[config.mk]
export PLATFORM = sky130hd
export DESIGN_NAME = dac_waveform_fifo_and_switch_ctl
export DESIGN_NICKNAME = d
export VERILOG_FILES = /design/src/verilog/dac_waveform_fifo_and_switch_ctl.v
export VERILOG_INCLUDE_DIRS = /design/src /design/src/verilog
export SDC_FILE = /design/constraint.sdc
export NUM_CORES = 1
export LEC_CHECK = 0
export ABC_AREA = 1
export ABC_CLOCK_PERIOD_IN_PS = 12300
export BUFFER_PORTS_ARGS = -buffer_cell sky130_fd_sc_hd__buf_2
export CORE_MARGIN = 2
export CORE_UTILIZATION = 55
export CTS_CLUSTER_SIZE = 20
export DETAILED_ROUTE_END_ITERATION = 8
export PLACE_DENSITY = 0.84
export SYNTH_ARGS = -nofsm -noshare
export SYNTH_HDL_FRONTEND = slang
export SYNTH_SLANG_ARGS = --single-unit
[constraint.sdc]
create_clock -name core_clk -period 12.3 [get_ports core_clk]
set_input_delay 1.23 -clock core_clk [delete_from_list [all_inputs] [get_ports core_clk]]
set_output_delay 1.23 -clock core_clk [all_outputs]
set_load 0.05 [all_outputs]
[src/verilog/waveform_defines.vh]
`ifndef WAVEFORM_DEFINES_VH
`define WAVEFORM_DEFINES_VH
// ************************************************
// waveform control fields
// ************************************************
`define FC_ENABLE 7
`define FC_BIPOLAR 6
`define FC_CONTIN 5
`define FC_SYMM 4
`define FC_DEPTH_HI 3
`define FC_DEPTH_LO 0
`define FC_RESET 8'h00
// ************************************************
// dac control fields
// ************************************************
`define DC_DAC_EN 0
`define DC_REF_EN 1
`define DC_REFSEL_HI 7
`define DC_REFSEL_LO 6
`define DC_RESET 8'h00
// ************************************************
// direct write commands (upper nibble)
// ************************************************
`define DW_BOTH 4'h4
`define DW_INPUT 4'h1
`define DAC_RESET 12'h000
// ************************************************
// switch control fields
// ************************************************
`define SW_CHG1 0
`define SW_CHG2 1
`define SW_GANG 2
`define SW_FB_C 5
`define SW_FB_B 6
`define SW_FB_A 7
`define SW_RESET 8'h00
// ************************************************
// pin modes (three bits per pin, four-bit pitch)
// ************************************************
`define PM_OFF 3'h0
`define PM_CHG1 3'h1
`define PM_CHG2 3'h2
`define PM_FB_A 3'h3
`define PM_FB_B 3'h4
`define PM_FB_C 3'h5
`define PM_STEP 3'h7
`define PC_RESET 16'h0000
`endif

[src/verilog/dac_waveform_fifo_and_switch_ctl.v]
`timescale 1ns/10ps
`default_nettype none
`include "waveform_defines.vh"
module dac_waveform_fifo_and_switch_ctl #(
    parameter DEPTH = 16,
    parameter PINS = 4
) (
    input wire core_clk,
    input wire reset,
    input wire fifoCtlWrite, // one-cycle strobe
    input wire [7:0] fifoCtlData,
    input wire fifoBitValid, // one data bit per strobe
    input wire fifoBit,
    input wire pinCtlWrite,
    input wire [15:0] pinCtlData,
    input wire dacCtlWrite,
    input wire [7:0] dacCtlData,
    input wire directWrite,
    input wire [15:0] directData,
    input wire swCtlWrite,
    input wire [7:0] swCtlData,
    input wire [PINS-1:0] digitalPins, // asynchronous pins
    output reg [11:0] dacOutCode_r,
    output reg [11:0] dacInput_r,
    output reg dacEnable_r,
    output reg refEnable_r,
    output reg [1:0] refSelect_r,
    output reg chgSwitchOne_r,
    output reg chgSwitchTwo_r,
    output reg fbSwitchA_r,
    output reg fbSwitchB_r,
    output reg fbSwitchC_r,
    output reg [7:0] fifoCtl_r,
    output reg sequencing_r // high while a period is being played
);
    // ************************************************
    // state
    // ************************************************
    reg [11:0] fifoMem_r [0:DEPTH-1]; // first-quarter offsets
    reg [15:0] shift_r; // incoming word, msb first
    reg [3:0] bitCount_r;
    reg [3:0] wordIdx_r; // next entry to fill
    reg [15:0] pinCtl_r;
    reg [7:0] swCtl_r;
    reg [PINS-1:0] pinMeta_r; // first sync stage
    reg [PINS-1:0] pinSync_r; // second sync stage
    reg stepPrev_r;
    reg [3:0] pos_r; // position within quarter
    reg [1:0] quarter_r;
    reg started_r; // initial value loaded since enable
    // ************************************************
    // combinational helpers
    // ************************************************
    wire [3:0] last = fifoCtl_r[`FC_DEPTH_HI:`FC_DEPTH_LO]; // depth minus one
    wire enabled = fifoCtl_r[`FC_ENABLE];
    wire stepMode = (pinCtl_r[2:0] == `PM_STEP);
    wire stepEdge = stepMode && pinSync_r[0] && !stepPrev_r;
    wire [15:0] nextWord = {shift_r[14:0], fifoBit};
    reg [11:0] offset;
    reg negate;
    reg [12:0] sample;
    reg [3:0] posNxt;
    reg [1:0] quarterNxt;
    reg periodEnd;
    // offset for the current position and quarter
    always @* begin
        offset = fifoMem_r[pos_r];
        negate = 1'b0;
        if (fifoCtl_r[`FC_SYMM]) begin
            // reverse quarters walk back, ending on zero offset
            if (quarter_r[0]) begin
                offset = (pos_r == last) ? 12'h000 : fifoMem_r[last - 4'h1 - pos_r];
            end
            negate = quarter_r[1];
        end
        // signed offset in bipolar mode, unsigned otherwise
        if (fifoCtl_r[`FC_BIPOLAR]) begin
            sample = negate ? {1'b0, dacInput_r} - {offset[11], offset}
                            : {1'b0, dacInput_r} + {offset[11], offset};
        end else begin
            sample = negate ? {1'b0, dacInput_r} - {1'b0, offset}
                            : {1'b0, dacInput_r} + {1'b0, offset};
        end
    end
    // step position through quarters
    always @* begin
        posNxt = pos_r + 4'h1;
        quarterNxt = quarter_r;
        periodEnd = 1'b0;
        if (pos_r == last) begin
            posNxt = 4'h0;
            if (!fifoCtl_r[`FC_SYMM] || quarter_r == 2'h3) begin
                quarterNxt = 2'h0;
                periodEnd = 1'b1;
            end else begin
                quarterNxt = quarter_r + 2'h1;
            end
        end
    end
    // ************************************************
    // pin synchroniser
    // ************************************************
    always @(posedge core_clk or posedge reset) begin
        if (reset) begin
            pinMeta_r <= {PINS{1'b0}};
            pinSync_r <= {PINS{1'b0}};
            stepPrev_r <= 1'b0;
        end else begin
            pinMeta_r <= digitalPins;
            pinSync_r <= pinMeta_r;
            stepPrev_r <= pinSync_r[0];
        end
    end
    // ************************************************
    // control registers
    // ************************************************
    always @(posedge core_clk or posedge reset) begin
        if (reset) begin
            fifoCtl_r <= `FC_RESET;
            pinCtl_r <= `PC_RESET;
            swCtl_r <= `SW_RESET;
            dacEnable_r <= 1'b0;
            refEnable_r <= 1'b0;
            refSelect_r <= 2'b00;
        end else begin
            if (fifoCtlWrite) begin
                fifoCtl_r <= fifoCtlData;
            end
            if (pinCtlWrite) begin
                pinCtl_r <= pinCtlData;
            end
            if (swCtlWrite) begin
                swCtl_r <= swCtlData;
            end
            // dac enable, reference enable, reference select
            if (dacCtlWrite) begin
                dacEnable_r <= dacCtlData[`DC_DAC_EN];
                refEnable_r <= dacCtlData[`DC_REF_EN];
                refSelect_r <= dacCtlData[`DC_REFSEL_HI:`DC_REFSEL_LO];
            end
        end
    end
    // ************************************************
    // serial fifo load
    // ************************************************
    always @(posedge core_clk or posedge reset) begin
        if (reset) begin
            shift_r <= 16'h0000;
            bitCount_r <= 4'h0;
            wordIdx_r <= 4'h0;
        end else if (fifoCtlWrite) begin
            // any fifo control write restarts the stream at entry 0
            bitCount_r <= 4'h0;
            wordIdx_r <= 4'h0;
        end else if (fifoBitValid && !enabled) begin
            shift_r <= nextWord;
            bitCount_r <= bitCount_r + 4'h1;
            if (bitCount_r == 4'hF) begin
                wordIdx_r <= wordIdx_r + 4'h1;
            end
        end
    end
    // entry write, low four bits dropped
    always @(posedge core_clk) begin
        if (fifoBitValid && !enabled && !fifoCtlWrite && bitCount_r == 4'hF) begin
            fifoMem_r[wordIdx_r] <= nextWord[15:4];
        end
    end
    // ************************************************
    // dac registers and sequencer
    // ************************************************
    always @(posedge core_clk or posedge reset) begin
        if (reset) begin
            dacInput_r <= `DAC_RESET;
            dacOutCode_r <= `DAC_RESET;
            pos_r <= 4'h0;
            quarter_r <= 2'h0;
            started_r <= 1'b0;
            sequencing_r <= 1'b0;
        end else begin
            // idle: next period starts from the initial value, even during a direct write
            if (!enabled) begin
                pos_r <= 4'h0;
                quarter_r <= 2'h0;
                started_r <= 1'b0;
                sequencing_r <= 1'b0;
            end
            if (directWrite && directData[15:12] == `DW_BOTH) begin
                dacInput_r <= directData[11:0];
                dacOutCode_r <= directData[11:0];
            end else if (directWrite && directData[15:12] == `DW_INPUT) begin
                dacInput_r <= directData[11:0];
            end else if (enabled && !started_r) begin
                dacOutCode_r <= dacInput_r;
                started_r <= 1'b1;
                sequencing_r <= 1'b1;
            end else if (enabled && stepEdge && sequencing_r) begin
                dacOutCode_r <= sample[11:0];
                pos_r <= posNxt;
                quarter_r <= quarterNxt;
                if (periodEnd && !fifoCtl_r[`FC_CONTIN]) begin
                    sequencing_r <= 1'b0;
                end
            end
        end
    end
    // ************************************************
    // analog switch controls
    // ************************************************
    reg [4:0] pinDrive; // chg1, chg2, fbA, fbB, fbC from pins
    reg [2:0] mode;
    integer i;
    always @* begin
        pinDrive = 5'b00000;
        mode = `PM_OFF;
        for (i = 0; i < PINS; i = i + 1) begin
            mode = pinCtl_r[4*i +: 3];
            if (pinSync_r[i]) begin
                if (mode == `PM_CHG1) pinDrive[0] = 1'b1;
                if (mode == `PM_CHG2) pinDrive[1] = 1'b1;
                if (mode == `PM_FB_A) pinDrive[2] = 1'b1;
                if (mode == `PM_FB_B) pinDrive[3] = 1'b1;
                if (mode == `PM_FB_C) pinDrive[4] = 1'b1;
            end
        end
    end
    wire chg1 = swCtl_r[`SW_CHG1] | pinDrive[0];
    wire chg2 = swCtl_r[`SW_CHG2] | pinDrive[1];
    wire gang = swCtl_r[`SW_GANG];
    always @(posedge core_clk or posedge reset) begin
        if (reset) begin
            chgSwitchOne_r <= 1'b0;
            chgSwitchTwo_r <= 1'b0;
            fbSwitchA_r <= 1'b0;
            fbSwitchB_r <= 1'b0;
            fbSwitchC_r <= 1'b0;
        end else begin
            // ganged: either control moves both changeovers
            chgSwitchOne_r <= gang ? (chg1 | chg2) : chg1;
            chgSwitchTwo_r <= gang ? (chg1 | chg2) : chg2;
            fbSwitchA_r <= swCtl_r[`SW_FB_A] | pinDrive[2];
            fbSwitchB_r <= swCtl_r[`SW_FB_B] | pinDrive[3];
            fbSwitchC_r <= swCtl_r[`SW_FB_C] | pinDrive[4];
        end
    end
endmodule
`default_nettype wire

### After elaboration in Yosys (flattened, before gate mapping)

Memories as Yosys holds them, arrays and structs flattened.
Cells that the tools add are included.

* reductions and logical operators: 25
* multiplexer cells: 71
* eq/ne operators: 28
* bitwise gates (word level): 7
* add/subtract/negate cells: 10

Operators by type and width (count)
* 12-bit 2-to-1 mux: 12
* 4-bit 2-to-1 mux: 11
* 1-bit 2-to-1 mux: 37
* 3-bit equality test (second input constant): 9
* 12-bit adder: 2
* 3-bit by 2-bit equality test with 1-bit output (second input constant): 8
* 12-bit subtractor: 2
* 5-bit 2-to-1 mux: 4
* 2-bit 2-to-1 mux: 7
* 4-bit by 1-bit adder with 4-bit output (second input constant): 3
* 3-bit by 1-bit equality test with 1-bit output (second input constant): 4
* 1-bit logical AND: 11
* 1-bit logical NOT: 6
* 1-bit bitwise OR: 6
* 2-bit AND reduction: 3
* 2-bit nonzero test: 3
* 5-bit inequality test (second input constant): 1
* 4-bit by 1-bit equality test with 1-bit output (second input constant): 1
* 4-bit by 3-bit equality test with 1-bit output (second input constant): 1
* 4-bit equality test: 1
* 4-bit equality test (second input constant): 1
* 4-bit by 1-bit subtractor with 4-bit output (second input constant): 1
* 4-bit subtractor: 1
* 3-bit nonzero test: 1
* 5 further kinds: 5

* register bits after elaboration: 104
* memory bits (writable): 192
* logic and storage cells: 165
* memories kept: 1
* input bits: 69

Memories
* fifoMem_r: words 16, width 12, rd ports 2, clocked after memory_dff 0, write ports 1, line dac_waveform_fifo_and_switch_ctl.v:39 `reg [11:0] fifoMem_r [0:DEPTH-1];`

### Logic depth before layout (Yosys ltp)

Gate-level depths: netlist (run 1).
An unclocked memory read counts as a cell.

* depth after elaboration: 13
* gate-level depth with buffers: 36
* depth with buffers taken out: 33

### Worst setup path after synthesis (run 1)

OpenSTA, ideal clock, no wires.

* path kind: reg2reg
* from: reg pos_r[1]
* to: reg dacOutCode_r[9]
* cell stages (with the launch flop): 35
* slack: 7782 ps
* data arrival time: 4435 ps
* library setup time: 83 ps
* period minus slack after synthesis: 4518 ps
* path through: dfrtp_1 > buf_2 > inv_2 > buf_4 > buf_2 > fa_1 > buf_2 > inv_2 > buf_4 > nand3_1 > nand2_1 > nand2_1 > nand2_1 > nand2_1 > nand3_1 > nand2_1 > inv_1 > ha_1 > nand2_1 > nor3_1 > or2_2 > xor2_1 > inv_1 > ha_1 > inv_1 > o31ai_1 > a21oi_1 > nor2_1 > nor3_1 > nor2_1 > xor2_1 > nand2_1 > o211ai_1 > o21ai_0 > o21ai_0

* cells in the longest elaborated chain, start to end: 12
* elaborated cells between the ends (all ways): 17
* classes of those cells: 5 x add/sub; 1 x eq/ne; 10 x mux; 1 x memory

Ends and longest elaborated chain
* start, declared: line dac_waveform_fifo_and_switch_ctl.v:48 `reg [3:0] pos_r;`
* start signal, assigned: line dac_waveform_fifo_and_switch_ctl.v:199 `pos_r <= posNxt;`
* 4-bit subtractor: line dac_waveform_fifo_and_switch_ctl.v:72 `offset = (pos_r == last) ? 12'h000 : fifoMem_r[last - 4'h1 - pos_r];`
* memory 16 x 12 bit
* 12-bit 2-to-1 mux: line dac_waveform_fifo_and_switch_ctl.v:72
* 12-bit 2-to-1 mux: line dac_waveform_fifo_and_switch_ctl.v:71 `if (quarter_r[0]) begin`
* 12-bit 2-to-1 mux (*): line dac_waveform_fifo_and_switch_ctl.v:69 `` if (fifoCtl_r[`FC_SYMM]) begin ``
* 12-bit adder or 12-bit subtractor (tied branches)
* 12-bit 2-to-1 mux: line dac_waveform_fifo_and_switch_ctl.v:78, dac_waveform_fifo_and_switch_ctl.v:81
* 12-bit 2-to-1 mux (*): line dac_waveform_fifo_and_switch_ctl.v:77 `` if (fifoCtl_r[`FC_BIPOLAR]) begin ``
* 12-bit 2-to-1 mux (*): line dac_waveform_fifo_and_switch_ctl.v:197 `end else if (enabled && stepEdge && sequencing_r) begin`
* 12-bit 2-to-1 mux (*): line dac_waveform_fifo_and_switch_ctl.v:193 `end else if (enabled && !started_r) begin`
* 12-bit 2-to-1 mux (*): line dac_waveform_fifo_and_switch_ctl.v:191 `` end else if (directWrite && directData[15:12] == `DW_INPUT) begin ``
* 12-bit 2-to-1 mux (*): line dac_waveform_fifo_and_switch_ctl.v:188 `` if (directWrite && directData[15:12] == `DW_BOTH) begin ``
* end signal, assigned: line dac_waveform_fifo_and_switch_ctl.v:190 `dacOutCode_r <= directData[11:0];`
* end signal, assigned: line dac_waveform_fifo_and_switch_ctl.v:194 `dacOutCode_r <= dacInput_r;`
* end signal, assigned: line dac_waveform_fifo_and_switch_ctl.v:198 `dacOutCode_r <= sample[11:0];`
* end, declared: line dac_waveform_fifo_and_switch_ctl.v:23 `output reg [11:0] dacOutCode_r,`

Mark *: on every way between the ends. The rest lies on a longest branch, timed or not. The select of a mux whose other input is x is not followed.
A chain may end at the register's enable or synchronous reset.

### Worst setup path in the final report (run 1)

Same ends and word-level chain as after synthesis.

==> metrics.csv, run 1 <==
metric,value,unit
holdBufCountCts,0,
numCtsBuffers,29,
cp.buffers_inverters,9,
max_cap_violations,0,
ys_seq_area_frac,0.5412,
grt_use_met3,0.04860,
numPortBuffers,100,
switchingPower,806.7,uW
synth_area_leaders,"edfxtp_1 38%, nand2_1 16%, dfrtp_1 16%",
critPathRequiredTime,12.78,ns
max-vdd-ir-drop,112.3,uV
synth-seq-cells,291,
yosysTopAreaCell,edfxtp_1,
worst_path_max_delay_cell,fa_2,
h-tree-depth,1,
critPathArrivalTime,7.42,ns
finalSetupViolations,0,
yosys.area.top_type_share,0.3785,
place_congestion,0.8985,
root_buffer,clkbuf_16,
rsz0062_at_grt,no,
die_h,170.4,microns
switching_share,0.3023,
synth.avg_cell_area,8.476,sq um
drt.antenna.violating_nets,0,
path_clk_slew,0.06,ns
seqCellArea,8247,sq um
fill_cells,2116,
dieArea,29040,sq um
skew,0.005360,ns
endpoint_kind,flip-flop,
power_frac_comb,0.185,
holdWs,0.3489,ns
yosys_warnings,0,
start_kind,flip-flop,
cts_tree,yes,
p_per_area,157.3,nW/um^2
grt_overflow_total,0,
first_pass_iters,7,
clock_power_share,0.365,
dp_hpwl,25430,microns
post_cts_buffers,0,
clockBufferDepth,3,
path_max_fanout,45,
drive_above_1_share,0.1214,
synth_ff_type,edfxtp_1,
num_antenna_cells,0,
synth_edf_count,192,
worstSkewPairLatency,0.55,ns
grt_pass1_vias,13110,
post_drt_via_cell_ratio,5.799,
tns,0,ns
num_io_pins,111,
via_count,13100,
grt_use_met2,0.4991,
multiInputGateArea,5921,sq um
use_met1,0.3601,
crit_path_max_incr_delay,0.59,ns
wl_per_cell,18.23,microns
num_rows,60,
area_growth,11.42,%
route.detailed.drc,0,
p_seq_frac,0.450,
track_usage,0.2883,
initial_core_util,0.5620,
fin_crit,6.947,ns
crit_type,flip-flop to flip-flop,
p_int,1.862,mW
ys_types,45,
clock.fmax,143.9,MHz
slew_violations,0,
grt_max_degree,78,
nNetsFinal,1957,
synth_async_sr_flop_share,0.3402,
power_leakage,7.712,nW
hold_class,flip-flop to flip-flop,
status,"complete, no violations",
cts.sinks,291,
hold_viol,0,
tightest_slew,1.317,ns
grt_pass1_wl,65660,microns
slew_headroom,0.1191,
syn_nets,1890,
drt-initial-drc-count,1672,
core_area,27100,sq um
syn_area,15230,sq um
syn_inst,1797,
fin_crit_sh,0.5648,
critPathTopFamily,buffers and inverters,
antenna_found_initial,0,
grt.busiest_layer,met2,
cpMostUsedCell,nand2_1,
cts_resized,0,
die_w,170.4,microns
drt-total-wl,41180,microns
## cell usage after synthesis, drive strengths merged (3+ instances only)
cell type	n
a21oi	45
ha	22
a211oi	4
nand4	13
buf	69
nand3	218
o21ai	103
clkbuf	22
dfrtp	99
clkinv	4
nor3	8
xor2	10
inv	148
a31oi	7
edfxtp	192
mux2	11
or2	12
o22ai	3
o211ai	16
nand2	673
nor2	94
xnor2	7
## worst register-to-register path, delay by kind of cell, from the launching register on
kind / cells / cell delay [ns]
XOR/XNOR: 2 / 0.29
AO/OA/AOI/OAI: 7 / 1.29
buffers and inverters: 9 / 2.39
flip-flops: 1 / 0.33
AND/OR/NAND/NOR: 13 / 1.48
adder cells (fa/ha/maj): 3 / 1.10
## metal layers
| metal | vias to the layer above | share of wire |
|---|---|---|
| li1 | 6066 | - |
| met5 | - | 0 |
| met2 | 757 | 0.50 |
| met4 | 0 | 0.037 |
| met3 | 143 | 0.097 |
| met1 | 6133 | 0.37 |
## power by group through the flow
| stage | Clock [mW] | Sequential [mW] | Combinational (mW) |
|---|---|---|---|
| 2_1_floorplan | 0 | 1.31 | 0.253 |
| 3_3_place_gp | 0 | 1.21 | 0.471 |
| 3_5_place_dp | 0 | 1.22 | 0.483 |
| 4_1_cts | 0.977 | 1.20 | 0.488 |
| 5_1_grt | 1.02 | 1.21 | 0.539 |
| 6_report | 0.974 | 1.20 | 0.493 |
## cell type report
class                      instances  share of cell area
tap                              372             0.02743
inverter                         152             0.03377
clock inverter                    12             0.01283
timing repair buffer             127             0.04143
sequential                       291              0.4859
multi-input combinational       1263              0.3489
clock buffer                      42             0.04976
## per-stage QoR
stage / utilization / area, sq um / instances / worst slack (ns) / total power, mW
floorplan: - / 15230 / 1797 / 7.782 / 1.559
global placement: 0.5870 / 15910 / 2205 / 5.955 / 1.685
detailed placement: 0.5870 / 15910 / 2205 / 5.728 / 1.701
CTS: 0.6262 / 16970 / 2259 / 5.640 / 2.665
global route: 0.6262 / 16970 / 2259 / 4.967 / 2.770
finish: 0.6262 / 16970 / 2259 / 5.353 / 2.669
## worst paths after layout
| check | cells past startpoint | slack, ns | from | endpoint |
|---|---|---|---|---|
| hold / removal | 0 | 0.35 | pinMeta_r[0]$_DFF_PP0_ | pinSync_r[0]$_DFF_PP0_ |
| setup reg to reg | 34 | 5.35 | pos_r[1]$_DFF_PP0_ | dacOutCode_r[9]$_DFFE_PP0P_ |
| min in group asynchronous | 2 | 0.69 | reset | fifoCtl_r[6]$_DFFE_PP0P_ |
| max in group asynchronous | 3 | 10.36 | reset | pos_r[0]$_DFF_PP0_ |
| setup / recovery | 34 | 5.35 | pos_r[1]$_DFF_PP0_ | dacOutCode_r[9]$_DFFE_PP0P_ |
| hold reg to reg | 0 | 0.35 | pinMeta_r[0]$_DFF_PP0_ | pinSync_r[0]$_DFF_PP0_ |
## placed cells by master (no fill, tap or decap), types with 16 or more instances in the layout
cell type / synthesis / final
nand2_1: 666 / 666
nor2_1: 90 / 89
buf_2: 43 / 100
nand3_1: 213 / 213
clkbuf_16: 0 / 29
inv_1: 142 / 141
ha_1: 22 / 21
dfrtp_1: 99 / 98
edfxtp_1: 192 / 192
o211ai_1: 16 / 16
o21ai_0: 100 / 100
buf_4: 15 / 27
a21oi_1: 44 / 44
## state kept, by name, summed over array words and instances (netlist names)
name and cells:
quarter_r 2, started_r 1, sequencing_r 1, chgSwitchOne_r 1, fbSwitchA_r 1, wordIdx_r 4
bitCount_r 4, fbSwitchB_r 1, pinSync_r 4, dacEnable_r 1, fifoCtl_r 8, pinMeta_r 4
pos_r 4, refSelect_r 2, pinCtl_r 12, fbSwitchC_r 1, chgSwitchTwo_r 1, swCtl_r 6
fifoMem_r 192, refEnable_r 1, stepPrev_r 1, dacOutCode_r 12, shift_r 15, dacInput_r 12
## logic make-up after synthesis
logic type | share of synthesized area
AOI/OAI and AO/OA | 0.07015
xor gates and xnor gates | 0.01076
adders and majority gates | 0.02070
buffers and inverters | 0.07130
DFF | 0.5412
muxes | 0.008132
and+or+nand+nor | 0.2778
Power figures use the tool's default switching activity.
==> run 2, diff against run 1 <==
--- a/config.mk
+++ b/config.mk
@@ -6,14 +6,14 @@
 export SDC_FILE = /design/constraint.sdc
 export NUM_CORES = 1
 export LEC_CHECK = 0
-export ABC_AREA = 1
-export ABC_CLOCK_PERIOD_IN_PS = 12300
+export ABC_AREA = 0
+export ABC_CLOCK_PERIOD_IN_PS = 6200
 export BUFFER_PORTS_ARGS = -buffer_cell sky130_fd_sc_hd__buf_2
 export CORE_MARGIN = 2
 export CORE_UTILIZATION = 55
 export CTS_CLUSTER_SIZE = 20
 export DETAILED_ROUTE_END_ITERATION = 8
-export PLACE_DENSITY = 0.84
+export PLACE_DENSITY = 0.87
 export SYNTH_ARGS = -nofsm -noshare
 export SYNTH_HDL_FRONTEND = slang
 export SYNTH_SLANG_ARGS = --single-unit
==> constraint.sdc (replaced) <==
create_clock -name core_clk -period 6.2 [get_ports core_clk]
set_input_delay 0.62 -clock core_clk [delete_from_list [all_inputs] [get_ports core_clk]]
set_output_delay 0.62 -clock core_clk [all_outputs]
set_load 0.05 [all_outputs]
==> run 2 against run 1 <==
  * Register-to-register slack worse by 4.9 ns
  * Clock skew is 0.020 ns higher
  * Via count is 30% lower
  * Critical path type unchanged
==> metrics.csv, run 2 <==
metric,value,unit
status,"complete, no violations",
initial_core_util,0.5607,
cpMostUsedCell,nand2_1,
synth_area_leaders,"edfxtp_1 41%, dfrtp_1 18%, mux4_2 12%",
slew_violations,0,
critPathRequiredTime,6.65,ns
numPortBuffers,100,
grt_pass1_wl,54770,microns
crit_path_max_incr_delay,0.79,ns
path_clk_slew,0.06,ns
num_io_pins,111,
critPathArrivalTime,6.20,ns
wl_per_cell,25.63,microns
synth_ff_type,edfxtp_1,
p_seq_frac,0.468,
layout_common_cells,"192 x edfxtp_1, 100 x buf_2, 98 x dfrtp_1, 73 x mux4_2, 71 x mux2_2",
max_cap_violations,0,
power_frac_comb,0.170,
finalSetupViolations,0,
area_growth,15.00,%
tightest_slew,1.072,ns
die_h,164.2,microns
endpoint_kind,flip-flop,
start_kind,flip-flop,
route.detailed.drc,0,
clock_power_share,0.362,
cp.buffers_inverters,2,
core_area,25180,sq um
nNetsFinal,1142,
critPathTopFamily,adder cells,
clock.fmax,174.1,MHz
worst_path_max_delay_cell,fa_2,
top_regs,"fifoMem_r: 192 flops, shift_r: 15 flops",
max-vdd-ir-drop,283.3,uV
clockBufferDepth,3,
fin_crit,5.744,ns
switching_share,0.2853,
grt_pass1_vias,9569,
first_pass_iters,8,
ys_types,65,
synth_async_sr_flop_share,0.3402,
p_per_area,325.7,nW/um^2
worstSkewPairLatency,0.57,ns
fin_crit_sh,0.9265,
crit_chain,"inv_1, ha_2, fa_2, buf_4, mux4_2, mux2i_1, nor4_1, a211oi_1, nand4_1, or3_1, nand2_1, xnor2_1, ha_1, nand3_1, a211oi_1, o31ai_1, nand2_1, a21oi_1, xnor3_1, nand2_1, mux2i_1, nand3_1",
hold_viol,0,
ys_seq_area_frac,0.5838,
cts.sinks,291,
skew,0.02519,ns
drive_above_1_share,0.3346,
tns,0,ns
synth.cells.most_frequent,"192 x edfxtp_1, 99 x dfrtp_1, 73 x mux4_2",
dieArea,26970,sq um
antenna_found_initial,1,
power_leakage,6.016,nW
h-tree-depth,1,
post_drt_via_cell_ratio,6.556,
rsz0062_at_grt,no,
yosys_warnings,0,
drt-initial-drc-count,1135,
synth.most_common_cell,edfxtp_1,
switchingPower,1.509,mW
fin_util,0.6448,
numCtsBuffers,30,
grt_max_degree,82,
track_usage,0.2722,
yosysTopAreaCell,edfxtp_1,
syn_area,14120,sq um
yosys.area.top_type_share,0.4084,
hold_class,input pin to flip-flop,
slew_headroom,0.2844,
synth-seq-cells,291,
synth.avg_cell_area,15.26,sq um
syn_nets,1018,
p_int,3.779,mW
cts_tree,yes,
grt_overflow_total,0,
largest-register,fifoMem_r,
syn_inst,925,
synth_edf_count,192,
place_congestion,0.9034,
die_w,164.2,microns
root_buffer,clkbuf_16,
crit_type,flip-flop to flip-flop,
drt.antenna.violating_nets,0,
dp_hpwl,22760,microns
final_common_cell,edfxtp_1,
via_count,9205,
largest_reg_flops,192,
drt-total-wl,35990,microns
num_rows,58,
path_max_fanout,16,
finalPower,5.288,mW
[run 2: cell count changes in the layout (fill, tap and decap cells not counted), moves of 11 or more]
cell	previous run	this run
nand3_1	213	10
a21oi_1	44	32
mux4_1	0	13
o21ai_0	100	30
mux2_2	11	71
a211oi_1	4	15
mux4_2	0	73
mux2i_1	0	40
nand2_1	666	68
inv_1	141	21
o211ai_1	16	2
nor2_1	89	31
[run 2: metrics by stage]
stage               instance area (sq um)  cells  setup slack [ns]  hold WS (ns)
global placement                    15160   1346            0.6677        0.3317
floorplan                           14120    925            0.1052        0.3312
global route                        16240   1404            0.1832        0.1468
detailed placement                  15160   1346            0.5280        0.3347
CTS                                 16230   1403            0.4957        0.1487
finish                              16240   1404            0.4555        0.1528
[run 2: area by class of cell]
class / instances / area (sq um)
Clock buffer: 41 / 919.6
Tap cell: 330 / 412.9
Multi-Input combinational cell: 563 / 5593
Timing Repair Buffer: 139 / 820.8
Antenna cell: 1 / 2.502
Sequential cell: 291 / 8247
Fill cell: 1593 / 8945
Inverter: 24 / 92.59
Clock inverter: 15 / 148.9
[run 2: final timing paths]
path                       depth (start not counted)  slack, ns                      endpoint              startpoint
setup / recovery                                  22       0.46  dacOutCode_r[11]$_DFFE_PP0P_      pos_r[0]$_DFF_PP0_
min in group asynchronous                          3       0.56   dacOutCode_r[3]$_DFFE_PP0P_                   reset
max in group asynchronous                          4       4.26            pos_r[0]$_DFF_PP0_                   reset
hold reg to reg                                    0       0.35        pinSync_r[3]$_DFF_PP0_  pinMeta_r[3]$_DFF_PP0_
hold / removal                                     1       0.15        pinMeta_r[3]$_DFF_PP0_          digitalPins[3]
setup reg to reg                                  22       0.46  dacOutCode_r[11]$_DFFE_PP0P_      pos_r[0]$_DFF_PP0_
[run 2: cells by family after synthesis]
| logic type | Yosys count | share of synthesized area |
|---|---|---|
| mux | 197 | 0.2256 |
| xor+xnor | 26 | 0.01764 |
| compound gates | 130 | 0.06168 |
| flops | 291 | 0.5838 |
| buf+inv | 71 | 0.02490 |
| fa+ha+maj | 24 | 0.02233 |
| simple gates | 186 | 0.06398 |
[run 2: timing repair]
action	4_1_cts	5_1_grt
setup buffers	0	0
hold buffers	1	0
resized for setup	0	0
endpoints found under the hold margin	18	0
[run 2: power groups by stage]
stage,Combinational (mW),Sequential [mW],Clock [mW]
floorplan,0.433,2.68,0
global placement,0.862,2.49,0
detailed placement,0.884,2.51,0
CTS,0.897,2.47,1.92
global route,0.958,2.50,2.00
finish,0.896,2.48,1.91
[run 2: routing by layer]
metal	track usage	vias up	wire length, microns
met5	0	-	0
met4	0.1407	0	1808
met3	0.06136	125	3690
met2	0.4538	578	18190
met1	0.3340	4585	12300
li1	-	3917	-
==> run 3, diff against run 2 <==
--- a/config.mk
+++ b/config.mk
@@ -9,11 +9,13 @@
 export ABC_AREA = 0
 export ABC_CLOCK_PERIOD_IN_PS = 6200
 export BUFFER_PORTS_ARGS = -buffer_cell sky130_fd_sc_hd__buf_2
+export CORE_ASPECT_RATIO = 1.2
 export CORE_MARGIN = 2
 export CORE_UTILIZATION = 55
 export CTS_CLUSTER_SIZE = 20
 export DETAILED_ROUTE_END_ITERATION = 8
-export PLACE_DENSITY = 0.87
+export PLACE_DENSITY = 0.77
+export RECOVER_POWER = 50
 export SYNTH_ARGS = -nofsm -noshare
 export SYNTH_HDL_FRONTEND = slang
 export SYNTH_SLANG_ARGS = --single-unit
==> run 3 against run 2 <==
  * The run now ends with max-capacitance violations, max-slew violations left
  * Cell count fell by 0.43%
  * Hold slack improved by 0.023 ns
  * First-iteration DRC count fell by 44%
  * Cell area fell by 0.58%
  * Highest routed layer unchanged
==> metrics.csv, run 3 (synthesis gave the netlist of run 2 again) <==
metric,value,unit
p_int,3.646,mW
status,"complete, but fails checks",
drt.antenna.violating_nets,0,
hold_viol,0,
rsz0062_at_grt,no,
slew_violations,102,
place_congestion,0.8763,
root_buffer,clkbuf_16,
post_cts_buffers,0,
die_w,150.3,microns
max_cap_violations,2,
critPathArrivalTime,6.23,ns
post_drt_via_cell_ratio,6.370,
p_per_area,316.8,nW/um^2
dp_hpwl,21210,microns
power_frac_comb,0.174,
violations,"max-capacitance violations, max-slew violations",
num_io_pins,111,
fin_crit,5.811,ns
num_antenna_cells,0,
p_seq_frac,0.484,
initial_core_util,0.5562,
critPathRequiredTime,6.62,ns
dp_slack,0.4368,ns
core_area,25380,sq um
fin_util,0.6359,
hold_end,pinMeta_r[3]$_DFF_PP0_,
via_count,8905,
wl_per_cell,23.69,microns
rr_worst_depth,22,
clockBufferDepth,3,
grt_overflow_total,0,
layout_common_cells,"192 x edfxtp_1, 98 x dfrtp_1, 98 x buf_2, 73 x mux4_2, 71 x mux2_2",
slew_headroom,-0.8458,
top_regs,"fifoMem_r: 192 flops, shift_r: 15 flops",
route.detailed.drc,0,
r2r_start,pos_r[0]$_DFF_PP0_,
endpoint_kind,flip-flop,
drt-total-wl,33110,microns
grt_pass1_wl,50360,microns
power_leakage,5.957,nW
nNetsFinal,1139,
clock.fmax,172.1,MHz
grt_pass1_vias,8926,
worstHoldStart,digitalPins[3],
tns,0,ns
skew,0.01671,ns
switchingPower,1.468,mW
antenna_found_initial,0,
drive_above_1_share,0.3380,
area_growth,14.34,%
worstSkewPairLatency,0.55,ns
cts_resized,0,
dieArea,26970,sq um
setup_slack,0.3891,ns
num_rows,64,
first_pass_iters,5,
holdBufCountCts,0,
largest_reg_flops,192,
final_common_cell,edfxtp_1,
max-vdd-ir-drop,201.6,uV
crit_type,flip-flop to flip-flop,
tightest_slew,2.769,ns
path_clk_slew,0.07,ns
drt-initial-drc-count,632,
largest-register,fifoMem_r,
die_h,179.5,microns
switching_share,0.2871,
cts_tree,yes,
grt_max_degree,63,
start_kind,flip-flop,
fin_crit_sh,0.9372,
h-tree-depth,1,
numPortBuffers,100,
hold_class,input pin to flip-flop,
clock_power_share,0.342,
cts.sinks,291,
finalSetupViolations,0,
r2r_slack,0.39,ns
numCtsBuffers,29,
path_max_fanout,16,
hold_depth,1,
r2r_end,dacOutCode_r[11]$_DFFE_PP0P_,
track_usage,0.2454,
-- run 3: per-layer routing --
layer / global-route usage / share of wire / wire (microns)
met3: 0.03807 / 0.073 / 2426
met4: 0.08377 / 0.033 / 1079
met1: 0.3112 / 0.38 / 12500
met2: 0.4287 / 0.52 / 17110
met5: 0 / 0 / 0
-- run 3: worst max-delay path by stage --
stage	start	to
after CTS	pos_r[0]$_DFF_PP0_	dacOutCode_r[11]$_DFFE_PP0P_
final	pos_r[0]$_DFF_PP0_	dacOutCode_r[11]$_DFFE_PP0P_
after global routing	pos_r[0]$_DFF_PP0_	dacOutCode_r[11]$_DFFE_PP0P_
after floorplan	pos_r[0]$_DFF_PP0_	dacOutCode_r[11]$_DFFE_PP0P_
after global placement	pos_r[0]$_DFF_PP0_	dacOutCode_r[11]$_DFFE_PP0P_
after detailed placement	pos_r[0]$_DFF_PP0_	dacOutCode_r[11]$_DFFE_PP0P_
-- run 3: cell type report --
type / count / area [sq um]
tap: 330 / 412.9
clock inverter: 13 / 101.3
timing repair buffer: 137 / 822.0
inverter: 24 / 91.34
multi-input combinational: 563 / 5602
fill: 1815 / 9241
sequential: 291 / 8247
clock buffer: 40 / 867.1
-- run 3: critical path, stage by stage, from the launching register on --
cell	delay, ns
dfrtp_4	0.42
inv_1	0.07
ha_4	0.16
fa_2	0.90
buf_12	0.24
mux4_2	0.31
mux2_2	0.28
a211oi_1	0.30
buf_4	0.21
nand4_1	0.16
or3_1	0.45
nand2_1	0.09
xnor2_1	0.16
ha_1	0.33
nand3_1	0.11
a211oi_1	0.06
o31ai_1	0.33
nand2_1	0.13
a21oi_1	0.16
xnor3_1	0.42
nand2_1	0.10
mux2i_1	0.20
nand3_1	0.09
-- run 3: power groups by stage --
stage / combinational (mW) / clock [mW] / sequential, mW
2_1_floorplan: 0.433 / 0 / 2.68
3_3_place_gp: 0.870 / 0 / 2.50
3_5_place_dp: 0.888 / 0 / 2.51
4_1_cts: 0.893 / 1.78 / 2.47
5_1_grt: 0.951 / 1.85 / 2.50
6_report: 0.889 / 1.75 / 2.47
-- run 3: through the flow --
step,power (mW),instances,cell area (sq um),hold WS (ns)
2_1_floorplan,3.115,925,14120,0.3312
3_3_place_gp,3.368,1345,15180,0.3340
3_5_place_dp,3.396,1345,15180,0.3417
4_1_cts,5.144,1398,16150,0.1601
5_1_grt,5.296,1398,16140,0.1608
6_report,5.115,1398,16140,0.1760
